==> src/tsr_pkg.sv <==
// Purpose: constants and types of the temperature sensor register bank
// Assumes: 25 MHz system clock, serial pins sampled in that domain
// Notes:   register offsets are 3-bit pointer values
package tsr_pkg;
    // ==========================================================
    // register offsets
    localparam logic [2:0]  OFF_CAPS = 3'h0;
    localparam logic [2:0]  OFF_CFG  = 3'h1;
    localparam logic [2:0]  OFF_HIGH = 3'h2;
    localparam logic [2:0]  OFF_LOW  = 3'h3;
    localparam logic [2:0]  OFF_CRIT = 3'h4;
    localparam logic [2:0]  OFF_TEMP = 3'h5;
    localparam logic [2:0]  OFF_MAKR = 3'h6;
    localparam logic [2:0]  OFF_PART = 3'h7;
    // ==========================================================
    // reset values and masks
    localparam logic [15:0] CAPS_RST = 16'h0077;
    localparam logic [15:0] LIM_RST  = 16'h0000;
    localparam logic [12:0] TEMP_RST = 13'h0000;
    localparam logic [15:0] LIM_MASK = 16'h1FFC;
    // ==========================================================
    // configuration and capability field positions
    localparam int B_HYSTERESIS_SELECT  = 9;
    localparam int B_OFF   = 8;
    localparam int B_CLOCK = 7;
    localparam int B_ALOCK = 6;
    localparam int B_CLR   = 5;
    localparam int B_OEN   = 3;
    localparam int B_CONLY = 2;
    localparam int B_POL   = 1;
    localparam int B_MODE  = 0;
    localparam int CAP_SHUTDOWN_EVENT_BEHAVIOUR = 7;
    // ==========================================================
    // hysteresis in 1/16 degree steps
    localparam logic [13:0] HYSTERESIS_SELECT_1P5 = 14'h0018;
    localparam logic [13:0] HYSTERESIS_SELECT_3   = 14'h0030;
    localparam logic [13:0] HYSTERESIS_SELECT_6   = 14'h0060;
    // ==========================================================
    // serial link
    localparam logic [3:0]  SLV_PREAMBLE = 4'h3;
    localparam int CLK_KHZ      = 25000;
    localparam int TOUT_MIN_MS  = 25;
    localparam int TOUT_CYC     = TOUT_MIN_MS * CLK_KHZ;
    typedef enum {TSR_IDLE, TSR_RX, TSR_ACK, TSR_TX, TSR_TXACK} tsr_link_t;
endpackage

==> src/tsr_top.sv <==
// Purpose: temperature sensor register bank with serial slave and alert pin
// Assumes: converter delivers conv_data with a one-cycle conv_done pulse
// Notes:   writes land at the closing stop; reads stream msb then lsb
//
// Contract
// RL1: reserved capability and configuration bits ignore writes, read zero
// RL2: capability bit 7 picks freeze or clear of alert at shutdown
// RL3: capability bit 6 advertises a 25 to 35 ms bus time-out
// RL4: capability resolution code encodes the temperature lsb
// RL5: during shutdown clear-event may clear alert but nothing sets it
// RL6: hysteresis field selects off, 1.5, 3 or 6 degrees
// RL7: sensor off stops conversion and freezes the temperature
// RL8: critical lock blocks critical limit writes; only reset clears it
// RL9: alarm lock blocks high and low limit writes; only reset clears it
// RL10: clear-event self-clears, reads zero, acts in interrupt mode only
// RL11: clear-event has no effect while above the critical limit
// RL12: alert state reads asserted output, gated by output enable
// RL13: disabled output: released if active low, held low if active high
// RL14: critical-only limits events to critical crossings
// RL15: critical-only cannot be set while alarm lock is set
// RL16: alert pin is open drain; polarity 0 low, 1 high
// RL17: hysteresis, enable, polarity, mode frozen while a lock is set
// RL18: sensor off cannot be set under lock, may always be cleared
// RL19: sensor off is cleared at reset
// RL20: maker code and part revision registers are fixed
// RL21: mode bit 0 comparator, 1 interrupt
// RL22: writes to read-only or locked bits are acked, contents kept
// RL23: pointer selects capability register after reset
// RL24: write is address, pointer, two data bytes; applied at stop
`timescale 1ns/1ps
module tsr_top
    import tsr_pkg::*;
#(
    parameter int          TOUT_CYCLES = TOUT_CYC,
    parameter logic [15:0] MAKER_CODE  = 16'hA5C3, // arbitrary value
    parameter logic [15:0] PART_REV    = 16'h5E01  // arbitrary value
)(
    input  wire logic        clk,
    input  wire logic        rst_n,
    input  wire logic        scl_i,
    input  wire logic        sda_i,
    output logic             sda_o,
    output logic             sda_oe,
    input  wire logic [2:0]  addr_sel,
    output logic             event_o,
    output logic             event_oe,
    input  wire logic [12:0] conv_data,
    input  wire logic        conv_done,
    output logic             conv_halt
);
    // ==========================================================
    // pin synchronisers
    logic       scl_m, scl_q, scl_p, sda_m, sda_q, sda_p;
    logic [2:0] adr_m, adr_q;
    always_ff @(posedge clk)
    begin
        if (!rst_n)
        begin
            scl_m <= 1'b1; scl_q <= 1'b1; scl_p <= 1'b1;
            sda_m <= 1'b1; sda_q <= 1'b1; sda_p <= 1'b1;
            adr_m <= 3'h0; adr_q <= 3'h0;
        end
        else
        begin
            scl_m <= scl_i; scl_q <= scl_m; scl_p <= scl_q;
            sda_m <= sda_i; sda_q <= sda_m; sda_p <= sda_q;
            adr_m <= addr_sel; adr_q <= adr_m;
        end
    end
    wire start_det = scl_q & scl_p & sda_p & ~sda_q;
    wire stop_det  = scl_q & scl_p & ~sda_p & sda_q;
    wire scl_rise  = scl_q & ~scl_p;
    wire scl_fall  = ~scl_q & scl_p;

    // ==========================================================
    // register storage
    tsr_link_t   st_r;
    logic [2:0]  bit_r, ptr_r;
    logic [7:0]  sh_r, hi_r;
    logic [1:0]  idx_r, hysteresis_select_r;
    logic [15:0] wdat_r, hi_lim_r, lo_lim_r, crit_r, rd_word;
    logic [12:0] temp_r;
    logic [19:0] tout_r;
    logic        rd_r, ackd_r, wpend_r, wr_commit_r, txhi_r, sda_oe_r;
    logic        off_r, off_p_r, clock_r, alock_r, oen_r, conly_r, pol_r, mode_r;
    logic        alert_r, clr_pend_r, crit_t_r, high_t_r, low_t_r, win_p_r;
    logic        ev_oe_r, halt_r, low_drv_r;
    logic [13:0] hv;
    wire lock_any = clock_r | alock_r;
    wire tout_hit = (tout_r == 20'(TOUT_CYCLES - 1)); // RL3
    wire wcfg     = wr_commit_r && (ptr_r == OFF_CFG);
    wire clr_req  = wcfg & wdat_r[B_CLR] & mode_r; // RL10 RL21
    wire ev_sts   = alert_r & oen_r; // RL12
    wire [15:0] cfg_word = {5'h00, hysteresis_select_r, off_r, clock_r, alock_r, 1'b0, ev_sts,
                            oen_r, conly_r, pol_r, mode_r}; // RL1 RL10

    wire signed [13:0] t_s = $signed({temp_r[12], temp_r});
    wire signed [13:0] c_s = $signed({crit_r[12], crit_r[12:0]});
    wire signed [13:0] h_s = $signed({hi_lim_r[12], hi_lim_r[12:0]});
    wire signed [13:0] l_s = $signed({lo_lim_r[12], lo_lim_r[12:0]});
    wire signed [13:0] hv_s = $signed(hv);

    // ==========================================================
    // read mux
    always_comb
    begin
        case (ptr_r)
            OFF_CAPS: rd_word = CAPS_RST; // RL1 RL2 RL3 RL4
            OFF_CFG:  rd_word = cfg_word;
            OFF_HIGH: rd_word = hi_lim_r;
            OFF_LOW:  rd_word = lo_lim_r;
            OFF_CRIT: rd_word = crit_r;
            OFF_TEMP: rd_word = {t_s > c_s, t_s > h_s, t_s < l_s, temp_r};
            OFF_MAKR: rd_word = MAKER_CODE; // RL20
            default:  rd_word = PART_REV; // RL20
        endcase
    end

    // ==========================================================
    // serial slave engine
    always_ff @(posedge clk)
    begin
        if (!rst_n)
        begin
            st_r <= TSR_IDLE; bit_r <= 3'h0; sh_r <= 8'h00; hi_r <= 8'h00;
            idx_r <= 2'h0; rd_r <= 1'b0; ackd_r <= 1'b0; txhi_r <= 1'b0;
            ptr_r <= OFF_CAPS; // RL23
            wdat_r <= 16'h0000; wpend_r <= 1'b0; wr_commit_r <= 1'b0;
            sda_oe_r <= 1'b0;
        end
        else
        begin
            wr_commit_r <= 1'b0;
            if (start_det)
            begin
                st_r <= TSR_RX; bit_r <= 3'h0; idx_r <= 2'h0;
                wpend_r <= 1'b0; ackd_r <= 1'b0; sda_oe_r <= 1'b0;
            end
            else if (stop_det || tout_hit)
            begin
                st_r <= TSR_IDLE; sda_oe_r <= 1'b0; wpend_r <= 1'b0;
                ackd_r <= 1'b0;
                wr_commit_r <= stop_det & wpend_r; // RL24
            end
            else
            begin
                case (st_r)
                    TSR_RX:
                        if (scl_rise)
                        begin
                            sh_r <= {sh_r[6:0], sda_q};
                            bit_r <= bit_r + 3'h1;
                            if (bit_r == 3'h7)
                                st_r <= TSR_ACK;
                        end
                    TSR_ACK:
                        if (scl_fall && !ackd_r)
                        begin
                            // every byte after a matching address is acked, even to read-only targets
                            ackd_r <= 1'b1; sda_oe_r <= 1'b1; // RL22
                            if (idx_r == 2'h0)
                            begin
                                rd_r <= sh_r[0];
                                if (sh_r[7:1] != {SLV_PREAMBLE, adr_q})
                                begin
                                    st_r <= TSR_IDLE; sda_oe_r <= 1'b0; ackd_r <= 1'b0;
                                end
                            end
                            else if (idx_r == 2'h1)
                                ptr_r <= sh_r[2:0];
                            else if (idx_r == 2'h2)
                                hi_r <= sh_r;
                            else if (!wpend_r)
                            begin
                                wdat_r <= {hi_r, sh_r}; wpend_r <= 1'b1; // RL24
                            end
                            if (idx_r != 2'h3)
                                idx_r <= idx_r + 2'h1;
                        end
                        else if (scl_fall)
                        begin
                            ackd_r <= 1'b0; bit_r <= 3'h0;
                            if (rd_r)
                            begin
                                st_r <= TSR_TX; sh_r <= rd_word[15:8];
                                sda_oe_r <= ~rd_word[15]; txhi_r <= 1'b1;
                            end
                            else
                            begin
                                st_r <= TSR_RX; sda_oe_r <= 1'b0;
                            end
                        end
                    TSR_TX:
                        if (scl_fall)
                        begin
                            sh_r <= {sh_r[6:0], 1'b0};
                            bit_r <= bit_r + 3'h1;
                            sda_oe_r <= (bit_r == 3'h7) ? 1'b0 : ~sh_r[6];
                            if (bit_r == 3'h7)
                                st_r <= TSR_TXACK;
                        end
                    TSR_TXACK:
                        if (scl_rise)
                            ackd_r <= ~sda_q;
                        else if (scl_fall)
                        begin
                            ackd_r <= 1'b0; bit_r <= 3'h0;
                            if (ackd_r)
                            begin
                                st_r <= TSR_TX; txhi_r <= ~txhi_r;
                                sh_r <= txhi_r ? rd_word[7:0] : rd_word[15:8];
                                sda_oe_r <= txhi_r ? ~rd_word[7] : ~rd_word[15];
                            end
                            else
                                st_r <= TSR_IDLE;
                        end
                    default: ;
                endcase
            end
        end
    end

    // ==========================================================
    // bus time-out: a stuck low clock frees the data line
    always_ff @(posedge clk)
    begin
        if (!rst_n || st_r == TSR_IDLE || scl_q || tout_hit)
            tout_r <= 20'h00000;
        else
            tout_r <= tout_r + 20'h00001; // RL3
    end

    // ==========================================================
    // configuration register
    always_ff @(posedge clk)
    begin
        if (!rst_n)
        begin
            hysteresis_select_r <= 2'h0; off_r <= 1'b0; clock_r <= 1'b0; alock_r <= 1'b0; // RL19
            oen_r <= 1'b0; conly_r <= 1'b0; pol_r <= 1'b0; mode_r <= 1'b0;
        end
        else if (wcfg)
        begin
            clock_r <= clock_r | wdat_r[B_CLOCK]; // RL8
            alock_r <= alock_r | wdat_r[B_ALOCK]; // RL9
            if (!lock_any)
            begin
                hysteresis_select_r <= wdat_r[B_HYSTERESIS_SELECT +: 2]; // RL17
                oen_r  <= wdat_r[B_OEN];
                pol_r  <= wdat_r[B_POL];
                mode_r <= wdat_r[B_MODE];
            end
            conly_r <= alock_r ? (conly_r & wdat_r[B_CONLY]) : wdat_r[B_CONLY]; // RL15
            off_r   <= wdat_r[B_OFF] & (off_r | ~lock_any); // RL18
        end
    end

    // ==========================================================
    // limits and temperature
    always_ff @(posedge clk)
    begin
        if (!rst_n)
        begin
            hi_lim_r <= LIM_RST; lo_lim_r <= LIM_RST; crit_r <= LIM_RST;
        end
        else if (wr_commit_r)
        begin
            if (ptr_r == OFF_HIGH && !alock_r)
                hi_lim_r <= wdat_r & LIM_MASK; // RL9
            if (ptr_r == OFF_LOW && !alock_r)
                lo_lim_r <= wdat_r & LIM_MASK; // RL9
            if (ptr_r == OFF_CRIT && !clock_r)
                crit_r <= wdat_r & LIM_MASK; // RL8
        end
    end

    always_ff @(posedge clk)
    begin
        if (!rst_n)
            temp_r <= TEMP_RST;
        else if (conv_done && !off_r)
            temp_r <= conv_data; // RL7
    end

    // ==========================================================
    // trip detection with hysteresis
    always_comb
    begin
        case (hysteresis_select_r)
            2'h1:    hv = HYSTERESIS_SELECT_1P5; // RL6
            2'h2:    hv = HYSTERESIS_SELECT_3;
            2'h3:    hv = HYSTERESIS_SELECT_6;
            default: hv = 14'h0000;
        endcase
    end

    // trips hold the pre-shutdown picture so the pin keeps its state
    always_ff @(posedge clk)
    begin
        if (!rst_n)
        begin
            crit_t_r <= 1'b0; high_t_r <= 1'b0; low_t_r <= 1'b0; win_p_r <= 1'b0;
        end
        else if (!off_r)
        begin
            crit_t_r <= (t_s > c_s) | (crit_t_r & (t_s > c_s - hv_s));
            high_t_r <= (t_s > h_s) | (high_t_r & (t_s > h_s - hv_s));
            low_t_r  <= (t_s < l_s) | (low_t_r & (t_s < l_s + hv_s));
            win_p_r  <= conly_r ? crit_t_r : (crit_t_r | high_t_r | low_t_r);
        end
    end
    wire win = conly_r ? crit_t_r : (crit_t_r | high_t_r | low_t_r); // RL14

    // ==========================================================
    // alert state
    always_ff @(posedge clk)
    begin
        if (!rst_n)
        begin
            alert_r <= 1'b0; clr_pend_r <= 1'b0; off_p_r <= 1'b0;
        end
        else
        begin
            off_p_r <= off_r;
            if (off_r && !off_p_r && CAPS_RST[CAP_SHUTDOWN_EVENT_BEHAVIOUR])
                alert_r <= 1'b0; // RL2
            else if (off_r)
            begin
                if (clr_req && !crit_t_r)
                    alert_r <= 1'b0; // RL5
            end
            else if (!mode_r)
                alert_r <= win; // RL21
            else if (crit_t_r || win != win_p_r)
                alert_r <= 1'b1;
            else if (clr_req || clr_pend_r)
                alert_r <= 1'b0; // RL10
            // a clear seen above critical waits until the trip drops
            if (!mode_r || !crit_t_r)
                clr_pend_r <= 1'b0;
            else if (clr_req)
                clr_pend_r <= 1'b1; // RL11
        end
    end

    // ==========================================================
    // pins
    always_ff @(posedge clk)
    begin
        if (!rst_n)
        begin
            ev_oe_r <= 1'b0; halt_r <= 1'b0; low_drv_r <= 1'b0;
        end
        else
        begin
            ev_oe_r <= pol_r ? ~ev_sts : ev_sts; // RL13 RL16
            halt_r  <= off_r; // RL7
        end
    end
    assign event_o   = low_drv_r;
    assign event_oe  = ev_oe_r;
    assign sda_o     = low_drv_r;
    assign sda_oe    = sda_oe_r;
    assign conv_halt = halt_r;

    // ==========================================================
    // checks
    property p_rsv_zero;
        @(posedge clk) disable iff (!rst_n) wcfg |=> cfg_word[15:11] == 5'h00 && !cfg_word[B_CLR];
    endproperty
    a_rsv_zero: assert property (p_rsv_zero) else $error("reserved or clear bit reads one"); // RL1

    property p_crit_lock;
        @(posedge clk) disable iff (!rst_n)
            clock_r && wr_commit_r && ptr_r == OFF_CRIT |=> $stable(crit_r);
    endproperty
    a_crit_lock: assert property (p_crit_lock) else $error("locked critical limit changed"); // RL8

    property p_alarm_lock;
        @(posedge clk) disable iff (!rst_n)
            alock_r && wr_commit_r |=> $stable(hi_lim_r) && $stable(lo_lim_r);
    endproperty
    a_alarm_lock: assert property (p_alarm_lock) else $error("locked alarm limit changed"); // RL9

    property p_off_lock;
        @(posedge clk) disable iff (!rst_n) lock_any && !off_r |=> !off_r;
    endproperty
    a_off_lock: assert property (p_off_lock) else $error("shutdown set under lock"); // RL18

    property p_conly_lock;
        @(posedge clk) disable iff (!rst_n) alock_r && !conly_r |=> !conly_r;
    endproperty
    a_conly_lock: assert property (p_conly_lock) else $error("critical-only set under lock"); // RL15

    property p_fields_lock;
        @(posedge clk) disable iff (!rst_n)
            lock_any |=> $stable(hysteresis_select_r) && $stable(oen_r) && $stable(pol_r) && $stable(mode_r);
    endproperty
    a_fields_lock: assert property (p_fields_lock) else $error("locked field changed"); // RL17

    property p_pin_off;
        @(posedge clk) disable iff (!rst_n) !oen_r |=> event_oe == $past(pol_r);
    endproperty
    a_pin_off: assert property (p_pin_off) else $error("disabled pin level wrong"); // RL13

    property p_sd_freeze;
        @(posedge clk) disable iff (!rst_n) $rose(off_r) && !clr_req |=> $stable(alert_r);
    endproperty
    a_sd_freeze: assert property (p_sd_freeze) else $error("alert moved at shutdown"); // RL2

    property p_commit_stop;
        @(posedge clk) disable iff (!rst_n) wr_commit_r |-> $past(stop_det);
    endproperty
    a_commit_stop: assert property (p_commit_stop) else $error("write applied without stop"); // RL24
endmodule

==> config.mk <==
export PLATFORM = sky130hd
export DESIGN_NAME = tsr_top
export DESIGN_NICKNAME = d
export VERILOG_FILES = /design/src/tsr_pkg.sv /design/src/tsr_top.sv
export SDC_FILE = /design/constraint.sdc
export NUM_CORES = 1
export LEC_CHECK = 0
export ABC_CLOCK_PERIOD_IN_PS = 3160
export BUFFER_PORTS_ARGS = -buffer_cell sky130_fd_sc_hd__buf_2
export CAP_MARGIN = 20
export CORE_MARGIN = 4
export CORE_UTILIZATION = 55
export CTS_BUF_LIST = sky130_fd_sc_hd__clkbuf_8 sky130_fd_sc_hd__clkbuf_16
export CTS_CLUSTER_DIAMETER = 150
export CTS_CLUSTER_SIZE = 16
export DETAILED_ROUTE_END_ITERATION = 10
export GPL_ROUTABILITY_DRIVEN = 0
export HOLD_SLACK_MARGIN = 0.06
export PLACE_DENSITY = 0.86
export REMOVE_ABC_BUFFERS = 1
export SLEW_MARGIN = 30
export SYNTH_ARGS = -nofsm -noshare
export SYNTH_HDL_FRONTEND = slang
export SYNTH_SLANG_ARGS = --single-unit
==> constraint.sdc <==
create_clock -name clk -period 3.16 [get_ports clk]
set_input_delay 0 -clock clk [delete_from_list [all_inputs] [get_ports clk]]
set_output_delay 0 -clock clk [all_outputs]
set_load 0.005 [all_outputs]
* After elaboration in Yosys (flattened, before gate mapping) *
Cells that the tools add are included.

word-level totals
  bits in registers = 167
  latch bits = 0
  bits in writable memories = 0
  bits in read-only memories = 0
  input bits = 21
  output and inout bits = 5
  memories kept = 0

cells by class
  add/sub/neg operators = 6
  multiply operators = 0
  div/mod/pow operators = 0
  $lt $le $gt $ge = 6
  equal/unequal tests = 44
  shifts and indexed selects = 0
  muxes and demuxes = 64
  bitwise gates (word level) = 42
  reduce and logical (&&, ||, !) cells = 49

operators by type and width
  kind                   number
  $mux 32                10
  $pmux 32 s4            1
  $pmux 16 s7            1
  $mux 8                 9
  $eq 32x2->1 const B    2
  $eq 32x1->1 const B    1
  $eq 32x3->1 const B    1
  $logic_not 32->1       1
  $pmux 8 s4             1
  $mux 1                 30
  $gt 13x14->1           2
  $sub 13x8->14          2
  $gt 13x13->1           2
  $ne 4x4->1 const B     6
  $ne 2x2->1 const B     11
  $pmux 7 s3             1
  $add 20x1->20 const B  1
  $eq 20x20->1 const B   1
  $reduce_and 10->1      2
  $reduce_and 6->1       3
  $not 1->1              17
  $and 1x1->1            16
  $mux 3                 5
  $ne 5x5->1 const B     3
  38 further kinds       82

* Depth between registers and ports, before layout *
  depth in word-level cells = 9
  mapped depth = 17

* Worst setup path before layout *
No wires, ideal clock.

  path kind = reg-to-reg
  from = reg hysteresis_select_r[0]
  to = reg crit_t_r
  data arrival time = 3342 ps
  required time = 3043 ps
  setup slack = -299 ps
  stages on the path, launching flop included = 16
  path buffers = 0
  clock period less this slack = 3459 ps
  path through = dfxtp_1 > inv_1 > ha_1 > ha_1 > nor2b_1 > o21a_1 > o21ai_0 > nor3b_1 > and3_1 > xnor2_1 > ha_1 > a21o_1 > a2111oi_0 > a211o_1 > o211ai_1 > a32o_1

on the way
  longest elaborated chain between the ends = 6
  elaborated cells between the ends (all ways) = 8
  classes of those cells = add/sub: 1; order compare: 1; eq/ne: 3; mux: 1; bitwise: 2

RTL lines
  element                                          RTL line        RTL
  start, declared                                  tsr_top.sv:80   logic [1:0] idx_r, hysteresis_select_r;
  start signal, assigned                           tsr_top.sv:248  hysteresis_select_r <= wdat_r[B_HYSTERESIS_SELECT +: 2];
  $eq 2x2->1 / $eq 2x1->1 (equally long branches)  tsr_top.sv:289  case (hysteresis_select_r)
  $pmux 7 s3 (*)                                   tsr_top.sv:289
  $sub 13x8->14 (*)                                tsr_top.sv:306  crit_t_r <= (t_s > c_s) | (crit_t_r & (t_s > c_s - hv_s));
  $gt 13x14->1 (*)                                 tsr_top.sv:306
  $and 1x1->1 (*)                                  tsr_top.sv:306
  $or 1x1->1 (*)                                   tsr_top.sv:306
  end signal, assigned                             tsr_top.sv:306
  end, declared                                    tsr_top.sv:86   logic alert_r, clr_pend_r, crit_t_r, high_t_r, low_t_r, win_p_r;

Every way passes the cells marked *; elsewhere a longest branch is shown, timed or not.
A chain may end at the register's enable or synchronous reset.

* Worst setup path in the final report *
  from = reg hysteresis_select_r[1]
  to = reg crit_t_r

Same word-level chain as after synthesis.

==> qor.csv <==
metric;value;unit
maxcap violations;0;
Initial DRC Count;993;
crit end category;flop;
Crit path largest cell delay;360;ps
Initial Util;0.566;
chip width;134;um
clk root buf;clkbuf_16;
Final Core Density;0.668;
Die H;134;um
setup TNS;-644;ps
asr flop ratio synth;0;
Worst Skew;7.77;ps
met3 usage;0.0806;
DRT Pass-1 Iters;6;
minimum clock period;3480;ps
# nets final;1209;
largest net degree at the start of global routing;51;
Slew @ Worst Pin;935;ps
Final ANT Viol Nets;0;
vias in the first global route;7999;
fmax;0.287;GHz
largest area contributor in the netlist;dfxtp_1;
number of hold-slack violations in the final timing report;0;
core area;15400;um2
n_diodes;0;
Mapped Area;8700;um2
CP most frequent cell;ha_4;
Netlist cell types;86;
failing checks;setup timing;
Total GRT Usage;0.294;
Gate Count Post-Synth;1028;
sequential area share after synthesis;0.317;
unrepaired setup endpoints after global routing;yes;
port bufs;23;
gr ovfl total;0;
Final Non-Filler Cells;1322;
CTS clock-pin slew for the worst setup and hold paths;60;ps
share of Yosys cell area claimed by the top area cell type;0.317;
M2 GR Usage;0.469;
CTS tree;done;
Layout area overhead;18.0;%
total die area;17900;um2
CP delay by family, top;adder cells;
htree depth;4;
initial antenna violation count;1;
Max IR drop VDD;0.563;mV
Crit path buffers/inverters;3;
first-pass GRT wire length;41800;um
Synth Flop Type;dfxtp_1;
DP Wirelength;17600;um
final worst slack;-322;ps
DRC viols;0;
reg2reg start;hysteresis_select_r[1];
most used routing layer;met2;
cells on worst reg2reg path;17;
top cells by count, synth;dfxtp_1, nor2_1, nand2_1;
register bit total from synthesis;138;
CTS Sinks;138;
Crit Path Class;reg -> reg;
count of final setup violators;3;
share of cells above drive strength 1;0.162;
CP cell instances;inv_4 -> ha_4 -> ha_4 -> inv_1 -> fa_2 -> a21o_1 -> a21oi_2 -> and3_4 -> buf_4 -> nand3_2 -> xnor2_2 -> ha_4 -> nand4_1 -> nor4_1 -> a211o_1 -> o211ai_1 -> a32o_1;
Crit Path Max Fanout;3;
Final Max Slew Viols;0;
Worst R2R Setup Slack;-320;ps
hold path endpoint;sda_q;
Post-Place Setup Slack;-531;ps
CTS max path bufs;2;
via/cell ratio;6.34;
Critical Path Source Type;flop;
Final Cell Area;10300;um2
status;finished with violations;
Hold WC Path Type;in -> reg;
drt total wl;27100;um
Post-synth EDFFs;0;
grt met1 use;0.347;
Syn. warnings;0;
Leak;4.25;nW
part of the cycle the worst path needs;1.10;
TritonCTS buffer count;17;
top cells by area, synth;dfxtp_1, ha_1, mux2i_1, nor2_1, a21oi_1;
I/O pins;26;
CP required;3480;ps
via count;8379;
most numerous cell in the Yosys netlist;dfxtp_1;
Arrival @ worst endpoint;3810;ps
dpl cells;1262;
Hold Path Cell Cnt;3;
max_slew headroom;0.376;
row cnt;45;
Power Dens Cells;394;nW/um2
synthesized area per cell;8.47;um2
Worst-Skew Late Latency;430;ps
routed len/inst;20.5;um
crit path max-delay cell type;dfxtp_4;
Cell Area, Placed;9210;um2
worst reg2reg path endpoint;crit_t_r;
Worst Hold Launch;rst_n;
[how the worst max path moves through the flow]
| stage | startpoint | to | slack [ps] | depth (start not counted) |
|---|---|---|---|---|
| 4_1_cts | hysteresis_select_r[1] | crit_t_r | -130 | 15 |
| 6_report | hysteresis_select_r[1] | crit_t_r | -320 | 17 |
| 5_1_grt | hysteresis_select_r[1] | crit_t_r | -380 | 15 |
| 3_3_place_gp | hysteresis_select_r[0] | crit_t_r | -390 | 14 |
| 3_5_place_dp | hysteresis_select_r[0] | crit_t_r | -530 | 14 |
| 2_1_floorplan | hysteresis_select_r[0] | crit_t_r | -300 | 15 |
[cell usage in the layout, fill, tap and decap left out, types with 16 or more instances in the layout]
cell,synthesis,routed
nor2b_1,24,21
buf_4,6,55
nand2_1,90,90
clkbuf_16,0,17
dlygate4sd3_1,0,18
mux2i_1,57,57
ha_1,87,81
dfxtp_1,138,136
o21ai_0,42,37
buf_2,10,23
xnor2_1,33,31
nor2_1,100,100
nand2b_1,16,16
nand3_1,45,41
a21oi_1,74,67
nor3_1,19,17
inv_1,63,64
[registers in the layout, indices dropped and copies added (netlist names), 2 cells and up]
| signal | cells |
|---|---|
| lo_lim_r | 11 |
| adr_q | 3 |
| sh_r | 8 |
| bit_r | 3 |
| wdat_r | 13 |
| ptr_r | 3 |
| hysteresis_select_r | 2 |
| temp_r | 13 |
| hi_lim_r | 11 |
| tout_r | 20 |
| adr_m | 3 |
| st_r | 3 |
| idx_r | 2 |
| hi_r | 5 |
| crit_r | 11 |
[per-layer routing]
metal / up-vias / share of wire
li1: 3791 / -
met1: 3868 / 0.38
met2: 539 / 0.44
met3: 177 / 0.099
met4: 4 / 0.078
met5: - / 0.0022
[where the power goes]
group / internal [mW] / total (mW) / switching (mW)
combinational: 0.172 / 0.379 / 0.207
sequential: 1.77 / 1.83 / 0.0597
clock: 1.02 / 1.84 / 0.817
total: 2.96 / 4.05 / 1.08
[through the flow]
step	total power [mW]	hold WS [ps]
finish	4.05	111
CTS	4.01	111
global placement	2.15	183
global route	4.16	133
floorplan	2.04	73.0
detailed placement	2.17	184
[worst register-to-register path, cell delays in order, from the launching register on]
cell and delay [ps]:
dfxtp_4 360, inv_4 60, ha_4 150, ha_4 140, inv_1 60, fa_2 360, a21o_1 190, a21oi_2 190
and3_4 230, buf_4 120, nand3_2 90, xnor2_2 170, ha_4 290, nand4_1 130, nor4_1 310, a211o_1 150
o211ai_1 90, a32o_1 290
[cells by family (layout without fill, tap and decap cells)]
family                   after synthesis  in the layout  share of synthesized area
AO/OA/AOI/OAI                        218            218                      0.165
buffers and inverters                113            195                     0.0553
AND/OR/NAND/NOR                      365            365                      0.218
other                                  1              2                   0.000431
flip-flops                           138            138                      0.317
multiplexers                          58             58                     0.0668
adder cells (fa/ha/maj)               90             90                      0.132
XOR/XNOR                              45             45                     0.0453
[layout make-up]
class	count	area [um2]
clock buffer	18	439
clock inverter	14	97.6
fill	1132	5100
inverter	64	243
multi-input combinational	778	5720
sequential	138	2770
tap	211	264
timing repair buffer	99	742
[timing repair]
action	in CTS	in global routing
gates resized for setup	32	28
pin swaps	32	33
setup endpoints to repair	3	3
buffers inserted	8	2
hold endpoints to repair	18	0
hold buffers	18	0
No activity file was read; power rests on OpenSTA's default activity.
